### config.mk
export PLATFORM = sky130hd
export DESIGN_NAME = tsclr_regs
export DESIGN_NICKNAME = d
export VERILOG_FILES = /design/src/tsclr_pkg.sv /design/src/tsclr_limit_cmp.sv /design/src/tsclr_regs.sv
export SDC_FILE = /design/constraint.sdc
export NUM_CORES = 1
export LEC_CHECK = 0
export BUFFER_PORTS_ARGS = -buffer_cell sky130_fd_sc_hd__buf_2
export CORE_MARGIN = 8
export CORE_UTILIZATION = 27
export CTS_CLUSTER_DIAMETER = 50
export DETAILED_ROUTE_END_ITERATION = 8
export PLACE_DENSITY_LB_ADDON = 0.25
export SLEW_MARGIN = 20
export SYNTH_ARGS = -nofsm -noshare
export SYNTH_HDL_FRONTEND = slang
export SYNTH_HIERARCHICAL = 1
export SYNTH_SLANG_ARGS = --single-unit
export TNS_END_PERCENT = 5
### constraint.sdc
create_clock -name ref_clk -period 3.8 [get_ports ref_clk]
set_input_delay 0.76 -clock ref_clk [delete_from_list [all_inputs] [get_ports ref_clk]]
set_output_delay 0.76 -clock ref_clk [all_outputs]
set_load 0.005 [all_outputs]
### src/tsclr_pkg.sv
// Constants shared by the calibration and limit register bank
package tsclr_pkg;
    // ------------------------------------------------------------
    // Pointer addresses
    // ------------------------------------------------------------
    localparam logic [7:0] PTR_HYST = 8'h38;
    // Index 0 is the local channel, 1..4 the remote channels
    localparam logic [4:0][7:0] PTR_LIM_P = {8'h5A, 8'h52, 8'h4A, 8'h42, 8'h39};
    localparam logic [4:0][7:0] PTR_LIM_S = {8'h5B, 8'h53, 8'h4B, 8'h43, 8'h3A};
    // Index 0 is remote channel 1
    localparam logic [3:0][7:0] PTR_OFFS = {8'h58, 8'h50, 8'h48, 8'h40};
    localparam logic [3:0][7:0] PTR_ETA = {8'h59, 8'h51, 8'h49, 8'h41};
    localparam logic [7:0] PTR_MIRROR_FIRST = 8'h80;
    localparam logic [7:0] PTR_MIRROR_LAST = 8'h84;
    localparam logic [7:0] PTR_LOCK = 8'hC4;
    localparam logic [7:0] PTR_MAKER = 8'hFE;
    localparam logic [7:0] PTR_PART = 8'hFF;

    // ------------------------------------------------------------
    // Keys and fixed read values
    // ------------------------------------------------------------
    localparam logic [15:0] KEY_LOCK = 16'h5CA6;
    localparam logic [15:0] KEY_UNLOCK = 16'hEB19;
    localparam logic [15:0] LOCK_READ_ON = 16'h8000;
    localparam logic [15:0] LOCK_READ_OFF = 16'h0000;
    localparam logic [15:0] UNMAPPED_READ = 16'h0000;

    // ------------------------------------------------------------
    // Reset values
    // ------------------------------------------------------------
    localparam logic [15:0] ETA_RESET = 16'h0000;
    localparam logic [15:0] OFFS_RESET = 16'h0000;
    // Reset limits sit at the disable code, 255.5 degrees
    localparam logic [15:0] LIM_RESET = 16'h7FC0;
    localparam logic [15:0] HYST_RESET = 16'h0000;
    localparam logic [15:0] TEMP_RESET = 16'h0000;
    localparam logic [7:0] PTR_RESET = 8'h00;

    // ------------------------------------------------------------
    // Field layouts
    // ------------------------------------------------------------
    localparam int ETA_MSB = 15;
    localparam int ETA_LSB = 8;
    localparam int LIM_MSB = 15;
    localparam int LIM_LSB = 6;
    localparam int HYST_MSB = 14;
    localparam int HYST_LSB = 7;
    localparam int TEMP_MSB = 15;
    localparam int TEMP_LSB = 3;
    localparam logic [9:0] LIM_DISABLE = 10'h1FF;
    localparam logic [11:0] ETA_NOMINAL_DENOM = 12'h828;
    localparam int NUM_CH = 5;
    localparam int NUM_REMOTE = 4;
endpackage : tsclr_pkg

### src/tsclr_limit_cmp.sv
// One limit comparator with common hysteresis
`timescale 1ns/1ns
module tsclr_limit_cmp (
    input wire logic ref_clk, // 100 MHz clock
    input wire logic nrst, // async reset, active low
    input wire logic sample, // new result stored this cycle
    input wire logic [12:0] temp_code, // signed, 1/16 degree
    input wire logic [9:0] limit_code, // signed, 1/2 degree
    input wire logic [7:0] hyst_code, // unsigned, 1 degree
    output logic over // limit flag
);
    typedef struct packed {
        logic flag;
    } tsclr_cmp_state_t;

    tsclr_cmp_state_t s;
    tsclr_cmp_state_t n;
    logic signed [15:0] t16;
    logic signed [15:0] lim16;
    logic signed [15:0] clr16;
    logic disabled;

    // All compared in 1/16 degree; worst case clear point still fits
    assign t16 = {{3{temp_code[12]}}, temp_code};
    assign lim16 = {{3{limit_code[9]}}, limit_code, 3'h0};
    assign clr16 = lim16 - {4'h0, hyst_code, 4'h0};
    assign disabled = (limit_code == tsclr_pkg::LIM_DISABLE);

    always_comb
    begin
        n = s;
        if (disabled)
        begin
            n.flag = 1'b0;
        end
        else if (sample)
        begin
            if (t16 >= lim16)
            begin
                n.flag = 1'b1;
            end
            else if (t16 <= clr16)
            begin
                n.flag = 1'b0;
            end
        end
    end

    always_ff @(posedge ref_clk or negedge nrst)
    begin
        if (!nrst)
        begin
            s <= '0;
        end
        else
        begin
            s <= n;
        end
    end

    assign over = s.flag;
endmodule : tsclr_limit_cmp

### src/tsclr_regs.sv
// Calibration, limit, mirror, lock and identity register bank
// ------------------------------------------------------------
// Summary of operation
// - Four ideality registers, each for own channel
// - Ideality equals 1.008*2088 over 2088 plus code
// - Ideality code is eight-bit two's complement
// - Ideality registers reset to zero
// - Ideality code sits in bits 15:8
// - Remote results get channel offset added
// - Independent offset register per remote channel
// - Offset uses temperature result format
// - One hysteresis register serves all comparisons
// - Hysteresis unsigned, one degree steps
// - Flag clears only after retreating hysteresis
// - Independent primary and secondary limits per channel
// - Limits half degree, +255.5 to -256
// - Limit 255.5 disables compare and flag
// - Pointers 80h-84h mirror temperature results
// - Mirror pointer auto-increments per word read
// - Key 5CA6h locks protected registers
// - Key EB19h unlocks protected registers
// - Lock reads 8000h locked, 0000h unlocked
// - Maker code at FEh, device code FFh
// - Device code upper byte is revision
// ------------------------------------------------------------
`timescale 1ns/1ns
module tsclr_regs #(
    parameter logic [15:0] MAKER_CODE = 16'h0A5A, // arbitrary value
    parameter logic [7:0] PART_CODE = 8'h37, // arbitrary value
    parameter logic [7:0] REVISION = 8'h01 // arbitrary value
) (
    input wire logic ref_clk, // 100 MHz clock
    input wire logic nrst, // async reset, active low
    input wire logic ptr_wr, // load pointer
    input wire logic [7:0] ptr_data, // new pointer value
    input wire logic reg_wr, // write word at pointer
    input wire logic [15:0] reg_wdata, // word to write
    input wire logic reg_rd_ack, // word at pointer was sent
    output logic [15:0] reg_rdata, // word at pointer
    output logic block_mode, // pointer in mirror range
    output logic locked, // protected registers locked
    input wire logic conv_done, // raw result valid
    input wire logic [2:0] conv_ch, // channel of raw result
    input wire logic [15:0] conv_raw, // raw result
    input wire logic [2:0] conv_sel, // channel being converted
    output logic [11:0] ideality_denom, // 2088 plus adjust code
    output logic [4:0] primary_status, // primary limit flags
    output logic [4:0] secondary_status, // secondary limit flags
    output logic overtemp_output_primary_oe_n, // low pulls pin low
    output logic overtemp_output_secondary_oe_n // low pulls pin low
);
    // ------------------------------------------------------------
    // State
    // ------------------------------------------------------------
    typedef struct packed {
        logic [7:0] ptr;
        logic locked;
        logic [15:0] hyst;
        logic [4:0][15:0] lim_p;
        logic [4:0][15:0] lim_s;
        logic [3:0][15:0] offs;
        logic [3:0][15:0] eta;
        logic [4:0][15:0] temp;
        logic [4:0] cmp_go;
        logic [15:0] rdata;
        logic [11:0] denom;
    } tsclr_state_t;

    tsclr_state_t s;
    tsclr_state_t n;
    logic in_mirror;

    assign in_mirror = (s.ptr >= tsclr_pkg::PTR_MIRROR_FIRST)
        && (s.ptr <= tsclr_pkg::PTR_MIRROR_LAST);

    // ------------------------------------------------------------
    // Next state
    // ------------------------------------------------------------
    always_comb
    begin
        logic [7:0] code;
        code = 8'h00;
        n = s;

        // Read word, refreshed every cycle from the pointer
        n.rdata = tsclr_pkg::UNMAPPED_READ;
        if (s.ptr == tsclr_pkg::PTR_HYST)
        begin
            n.rdata = s.hyst;
        end
        for (int i = 0; i < tsclr_pkg::NUM_CH; i++)
        begin
            if (s.ptr == tsclr_pkg::PTR_LIM_P[i])
            begin
                n.rdata = s.lim_p[i];
            end
            if (s.ptr == tsclr_pkg::PTR_LIM_S[i])
            begin
                n.rdata = s.lim_s[i];
            end
            if (s.ptr == tsclr_pkg::PTR_MIRROR_FIRST + 8'(i))
            begin
                n.rdata = s.temp[i];
            end
        end
        for (int i = 0; i < tsclr_pkg::NUM_REMOTE; i++)
        begin
            if (s.ptr == tsclr_pkg::PTR_OFFS[i])
            begin
                n.rdata = s.offs[i];
            end
            if (s.ptr == tsclr_pkg::PTR_ETA[i])
            begin
                n.rdata = s.eta[i];
            end
        end
        if (s.ptr == tsclr_pkg::PTR_LOCK)
        begin
            n.rdata = s.locked ? tsclr_pkg::LOCK_READ_ON
                : tsclr_pkg::LOCK_READ_OFF;
        end
        if (s.ptr == tsclr_pkg::PTR_MAKER)
        begin
            n.rdata = MAKER_CODE;
        end
        if (s.ptr == tsclr_pkg::PTR_PART)
        begin
            n.rdata = {REVISION, PART_CODE};
        end

        // Host writes; mirror and identity words are read-only
        if (reg_wr)
        begin
            for (int i = 0; i < tsclr_pkg::NUM_REMOTE; i++)
            begin
                if (s.ptr == tsclr_pkg::PTR_OFFS[i])
                begin
                    n.offs[i] = reg_wdata;
                end
                if (s.ptr == tsclr_pkg::PTR_ETA[i])
                begin
                    n.eta[i] = reg_wdata;
                end
            end
            // Lock guards hysteresis and limits only
            if (!s.locked)
            begin
                if (s.ptr == tsclr_pkg::PTR_HYST)
                begin
                    n.hyst = reg_wdata;
                end
                for (int i = 0; i < tsclr_pkg::NUM_CH; i++)
                begin
                    if (s.ptr == tsclr_pkg::PTR_LIM_P[i])
                    begin
                        n.lim_p[i] = reg_wdata;
                    end
                    if (s.ptr == tsclr_pkg::PTR_LIM_S[i])
                    begin
                        n.lim_s[i] = reg_wdata;
                    end
                end
            end
            if (s.ptr == tsclr_pkg::PTR_LOCK)
            begin
                // Any other value leaves the lock as it was
                if (reg_wdata == tsclr_pkg::KEY_LOCK)
                begin
                    n.locked = 1'b1;
                end
                else if (reg_wdata == tsclr_pkg::KEY_UNLOCK)
                begin
                    n.locked = 1'b0;
                end
            end
        end

        // Pointer load wins over block advance
        if (ptr_wr)
        begin
            n.ptr = ptr_data;
        end
        else if (reg_rd_ack && in_mirror)
        begin
            if (s.ptr == tsclr_pkg::PTR_MIRROR_LAST)
            begin
                n.ptr = tsclr_pkg::PTR_MIRROR_FIRST;
            end
            else
            begin
                n.ptr = s.ptr + 8'h01;
            end
        end

        // Store results; local result is kept as measured
        n.cmp_go = 5'h00;
        if (conv_done)
        begin
            if (conv_ch == 3'h0)
            begin
                n.temp[0] = conv_raw;
                n.cmp_go[0] = 1'b1;
            end
            for (int i = 0; i < tsclr_pkg::NUM_REMOTE; i++)
            begin
                if (conv_ch == 3'(i + 1))
                begin
                    n.temp[i + 1] = conv_raw + s.offs[i];
                    n.cmp_go[i + 1] = 1'b1;
                end
            end
        end

        // Denominator of the ideality equation for the active channel
        n.denom = tsclr_pkg::ETA_NOMINAL_DENOM;
        for (int i = 0; i < tsclr_pkg::NUM_REMOTE; i++)
        begin
            if (conv_sel == 3'(i + 1))
            begin
                code = s.eta[i][tsclr_pkg::ETA_MSB:tsclr_pkg::ETA_LSB];
                n.denom = tsclr_pkg::ETA_NOMINAL_DENOM
                    + {{4{code[7]}}, code};
            end
        end
    end

    // ------------------------------------------------------------
    // Registers
    // ------------------------------------------------------------
    always_ff @(posedge ref_clk or negedge nrst)
    begin
        if (!nrst)
        begin
            s.ptr <= tsclr_pkg::PTR_RESET;
            s.locked <= 1'b0;
            s.hyst <= tsclr_pkg::HYST_RESET;
            s.lim_p <= {tsclr_pkg::NUM_CH{tsclr_pkg::LIM_RESET}};
            s.lim_s <= {tsclr_pkg::NUM_CH{tsclr_pkg::LIM_RESET}};
            s.offs <= {tsclr_pkg::NUM_REMOTE{tsclr_pkg::OFFS_RESET}};
            s.eta <= {tsclr_pkg::NUM_REMOTE{tsclr_pkg::ETA_RESET}};
            s.temp <= {tsclr_pkg::NUM_CH{tsclr_pkg::TEMP_RESET}};
            s.cmp_go <= 5'h00;
            s.rdata <= tsclr_pkg::UNMAPPED_READ;
            s.denom <= tsclr_pkg::ETA_NOMINAL_DENOM;
        end
        else
        begin
            s <= n;
        end
    end

    // ------------------------------------------------------------
    // Limit comparators
    // ------------------------------------------------------------
    generate
        for (genvar g = 0; g < tsclr_pkg::NUM_CH; g++)
        begin : g_ch
            tsclr_limit_cmp u_primary (
                .ref_clk(ref_clk),
                .nrst(nrst),
                .sample(s.cmp_go[g]),
                .temp_code(s.temp[g][tsclr_pkg::TEMP_MSB:tsclr_pkg::TEMP_LSB]),
                .limit_code(s.lim_p[g][tsclr_pkg::LIM_MSB:tsclr_pkg::LIM_LSB]),
                .hyst_code(s.hyst[tsclr_pkg::HYST_MSB:tsclr_pkg::HYST_LSB]),
                .over(primary_status[g])
            );
            tsclr_limit_cmp u_secondary (
                .ref_clk(ref_clk),
                .nrst(nrst),
                .sample(s.cmp_go[g]),
                .temp_code(s.temp[g][tsclr_pkg::TEMP_MSB:tsclr_pkg::TEMP_LSB]),
                .limit_code(s.lim_s[g][tsclr_pkg::LIM_MSB:tsclr_pkg::LIM_LSB]),
                .hyst_code(s.hyst[tsclr_pkg::HYST_MSB:tsclr_pkg::HYST_LSB]),
                .over(secondary_status[g])
            );
        end
    endgenerate

    // ------------------------------------------------------------
    // Outputs
    // ------------------------------------------------------------
    assign reg_rdata = s.rdata;
    assign block_mode = in_mirror;
    assign locked = s.locked;
    assign ideality_denom = s.denom;
    // Open-drain pins: data is always low, only the enable moves
    assign overtemp_output_primary_oe_n = ~|primary_status;
    assign overtemp_output_secondary_oe_n = ~|secondary_status;
endmodule : tsclr_regs
==> reports/qor.txt <==
Crit. Startpoint - s[418]$_DFFE_PN0P_
FMAX - 278.3 MHz
Worst Reg-to-Reg Cells - 13
Reg2reg end - reg_rdata[8]$_DFF_PN0_
Filler instances - 12,211
Post-Syn Instances - 3,304
Most frequent cells in the layout - ha_1, dfrtp_1, mux2_2, nand2_1, o21ai_0
Most used DFF post-synth - dfrtp_1
Hpwl dp - 103.3 mm
Worst-Margin Slew - 1061 ps
Met1 wire length - 60.14 mm
Area occupied by multi-input gates - 19,300 um^2
Tmin final - 3593 ps
Setup Crit Path Kind - reg2reg
Pre-Repair DR Iteration Count - 6
IO Port Bufs - 93
Leak - 16.49 nW
YS warnings - 6
Htree depth - 3
Run status - finished clean
Vias in the first global route - 27,148
PwrDens - 480.3 nW/um^2
Critical Path AT - 4100 ps
RSZ-0062 raised after global routing - no
Synth cell types - 88
Layout Skew - 56.72 ps
Die footprint - 129,700 um^2
Die height - 360.1 um
Max Used Layer - met4
Met2 routed WL - 59.96 mm
Initial DRC Count - 2,370
Root Buffer - clkbuf_16
Top cell by count, worst path - buf_4
Critical Path Max Stage Delay - 570 ps
CTS buffer count - 69
Worst Hold Class - in2async
Asr flop ratio synth - 1.000
EDFF count, synth - 0
Grt ovf - 0
CP startpoint kind - flop
DRC - 0
Clk pin slew, worst setup/hold paths - 60 ps
CP Capture Type - flop
Critical-path maximum fanout - 15
Final WS setup - 207.0 ps
VDD IR-drop max - 0.0002946 V
Final TNS setup - 0 ps
Vias - 27,570
Slowest CP cell - nor4_1
Cell Area, Synth - 31,980 um^2
R2R Setup Slk - 210 ps
Worst reg2reg startpoint - s[418]$_DFFE_PN0P_
Mean Syn Cell Area - 9.678 um^2
Post-synthesis sequential area ratio - 0.3449
Crit path required time - 4310 ps
First-pass GRT wire length - 196.5 mm
CTS Hold Bufs - 0
Rel. slew slack - 0.2927
Initial antenna violation count - 10
Met3 wire len - 10.15 mm
Worst-path cell chain - inv_1, ha_1, or3b_2, nor2_1, buf_4, a211oi_1, o31ai_1, a21oi_1, buf_4, a31oi_1, nor4_1, buf_4, o21ai_1
Gpl congestion - 0.9972
Max Root-Sink Buffers - 3
#FFs+latches synth - 436
Placement Setup Slack - 281.1 ps
Hold Worst Slack - 126.2 ps
Most common cell after layout, fill and taps aside - ha_1
CTS sink count - 436
Overall routing resource usage - 0.2030
Share of layout cells above drive strength 1 - 0.2430
Clk_lat worst skew - 650 ps
Area Overhead vs Synth - 16.14%
Via density - 5.460
Final nets - 3,869
Reg area - 11,030 um^2
Antenna-violating nets left - 0
Core region area - 117,800 um^2
Final setup violation count - 0
Final core occ - 0.3154
WL/cell - 26.98 um
Synth Net Count - 3,722
Chip Width - 360.1 um
Largest net degree at the start of global routing - 82
Row count - 126
Tcrit/Tclk final - 0.9455
Boundary Pins - 94
Max Cap Viol - 0
DRT Wirelength - 136.2 mm
Slew Viols, Final - 0
CTS tree - done
Final Hold Fails - 0
Initial Util - 0.2715
-- kinds of logic (layout without fill, tap and decap cells) --
| kind of cell | after synthesis | in the layout | share of synthesized area |
|---|---|---|---|
| AOI/OAI and AO/OA | 803 | 803 | 0.1660 |
| xor gates and xnor gates | 126 | 126 | 0.03451 |
| adders and majority gates | 366 | 366 | 0.1465 |
| buffers and inverters | 389 | 591 | 0.05200 |
| DFF | 436 | 436 | 0.3449 |
| muxes | 329 | 329 | 0.1156 |
| other | 0 | 7 | 0 |
| and+or+nand+nor | 855 | 855 | 0.1405 |
-- routing by layer --
metal  track usage  vias to the layer above
li1              -                    12530
met1        0.2773                    13753
met2        0.3157                     1047
met3       0.03551                      240
met4       0.08376                        0
met5             0                        -
-- state kept, by name, indices dropped and copies added (netlist names) --
signal	flops
reg_rdata	16
ideality_denom	12
g_ch.u_secondary/over	5
locked	1
s	397
g_ch.u_primary/over	5
-- critical path, delay by kind of cell, from the launching register on --
| family | cells | cell delay [ps] |
|---|---|---|
| AO/OA/AOI/OAI | 5 | 830 |
| adder cells (fa/ha/maj) | 1 | 320 |
| AND/OR/NAND/NOR | 3 | 1240 |
| flip-flops | 1 | 430 |
| buffers and inverters | 4 | 670 |
-- how the worst max path moves through the flow --
stage / endpoint / slack (ps) / cells past startpoint
3_5_place_dp: g_ch[0].u_primary/over$_DFFE_PN0P_ / 280 / 13
6_report: reg_rdata[8]$_DFF_PN0_ / 210 / 13
3_3_place_gp: g_ch[0].u_primary/over$_DFFE_PN0P_ / 320 / 13
2_1_floorplan: g_ch[0].u_primary/over$_DFFE_PN0P_ / 670 / 13
4_1_cts: g_ch[2].u_secondary/over$_DFFE_PN0P_ / 250 / 13
5_1_grt: g_ch[1].u_secondary/over$_DFFE_PN0P_ / 100 / 12
-- metrics by stage --
| step | std cells | power [mW] | cell area (um^2) |
|---|---|---|---|
| floorplan | 3304 | 9.401 | 31980 |
| detailed placement | 4916 | 11.50 | 34800 |
| global route | 5042 | 18.88 | 37120 |
| global placement | 4916 | 11.44 | 34800 |
| CTS | 5042 | 17.93 | 37120 |
| finish | 5049 | 17.84 | 37140 |
-- cell usage after synthesis (49+ instances only) --
library cell / n / area [um^2]
nor2_1: 200 / 750.7
nand2_1: 233 / 874.6
o21ai_0: 216 / 1081
o22ai_1: 53 / 331.6
mux2_2: 322 / 3626
a21oi_1: 157 / 785.8
dfstp_2: 93 / 2444
xnor2_1: 54 / 473.0
nor3_1: 60 / 300.3
xor2_1: 72 / 630.6
inv_1: 205 / 769.5
clkbuf_1: 93 / 349.1
ha_1: 352 / 4404
dfrtp_1: 343 / 8583
nand4_1: 57 / 356.6
nand3_1: 49 / 245.2
-- power breakdown --
part / switching (mW) / total, mW / internal, mW
clock: 2.62 / 6.38 / 3.76
sequential: 1.15 / 6.34 / 5.19
combinational: 2.87 / 5.12 / 2.25
total: 6.64 / 17.8 / 11.2
-- repair_timing --
item / CTS / global route
resized for setup: 0 / 2
setup buffers: 0 / 0
setup endpoints to repair: 0 / 2
-- layout make-up --
cell class / count / share of cell area
multi-input combinational: 2479 / 0.5196
sequential: 436 / 0.2970
tap: 1536 / 0.05175
clock buffer: 85 / 0.05057
timing repair buffer: 248 / 0.04683
inverter: 217 / 0.02193
clock inverter: 41 / 0.01186
antenna: 7 / 0.0004717
(Power assumes the default switching activity.)
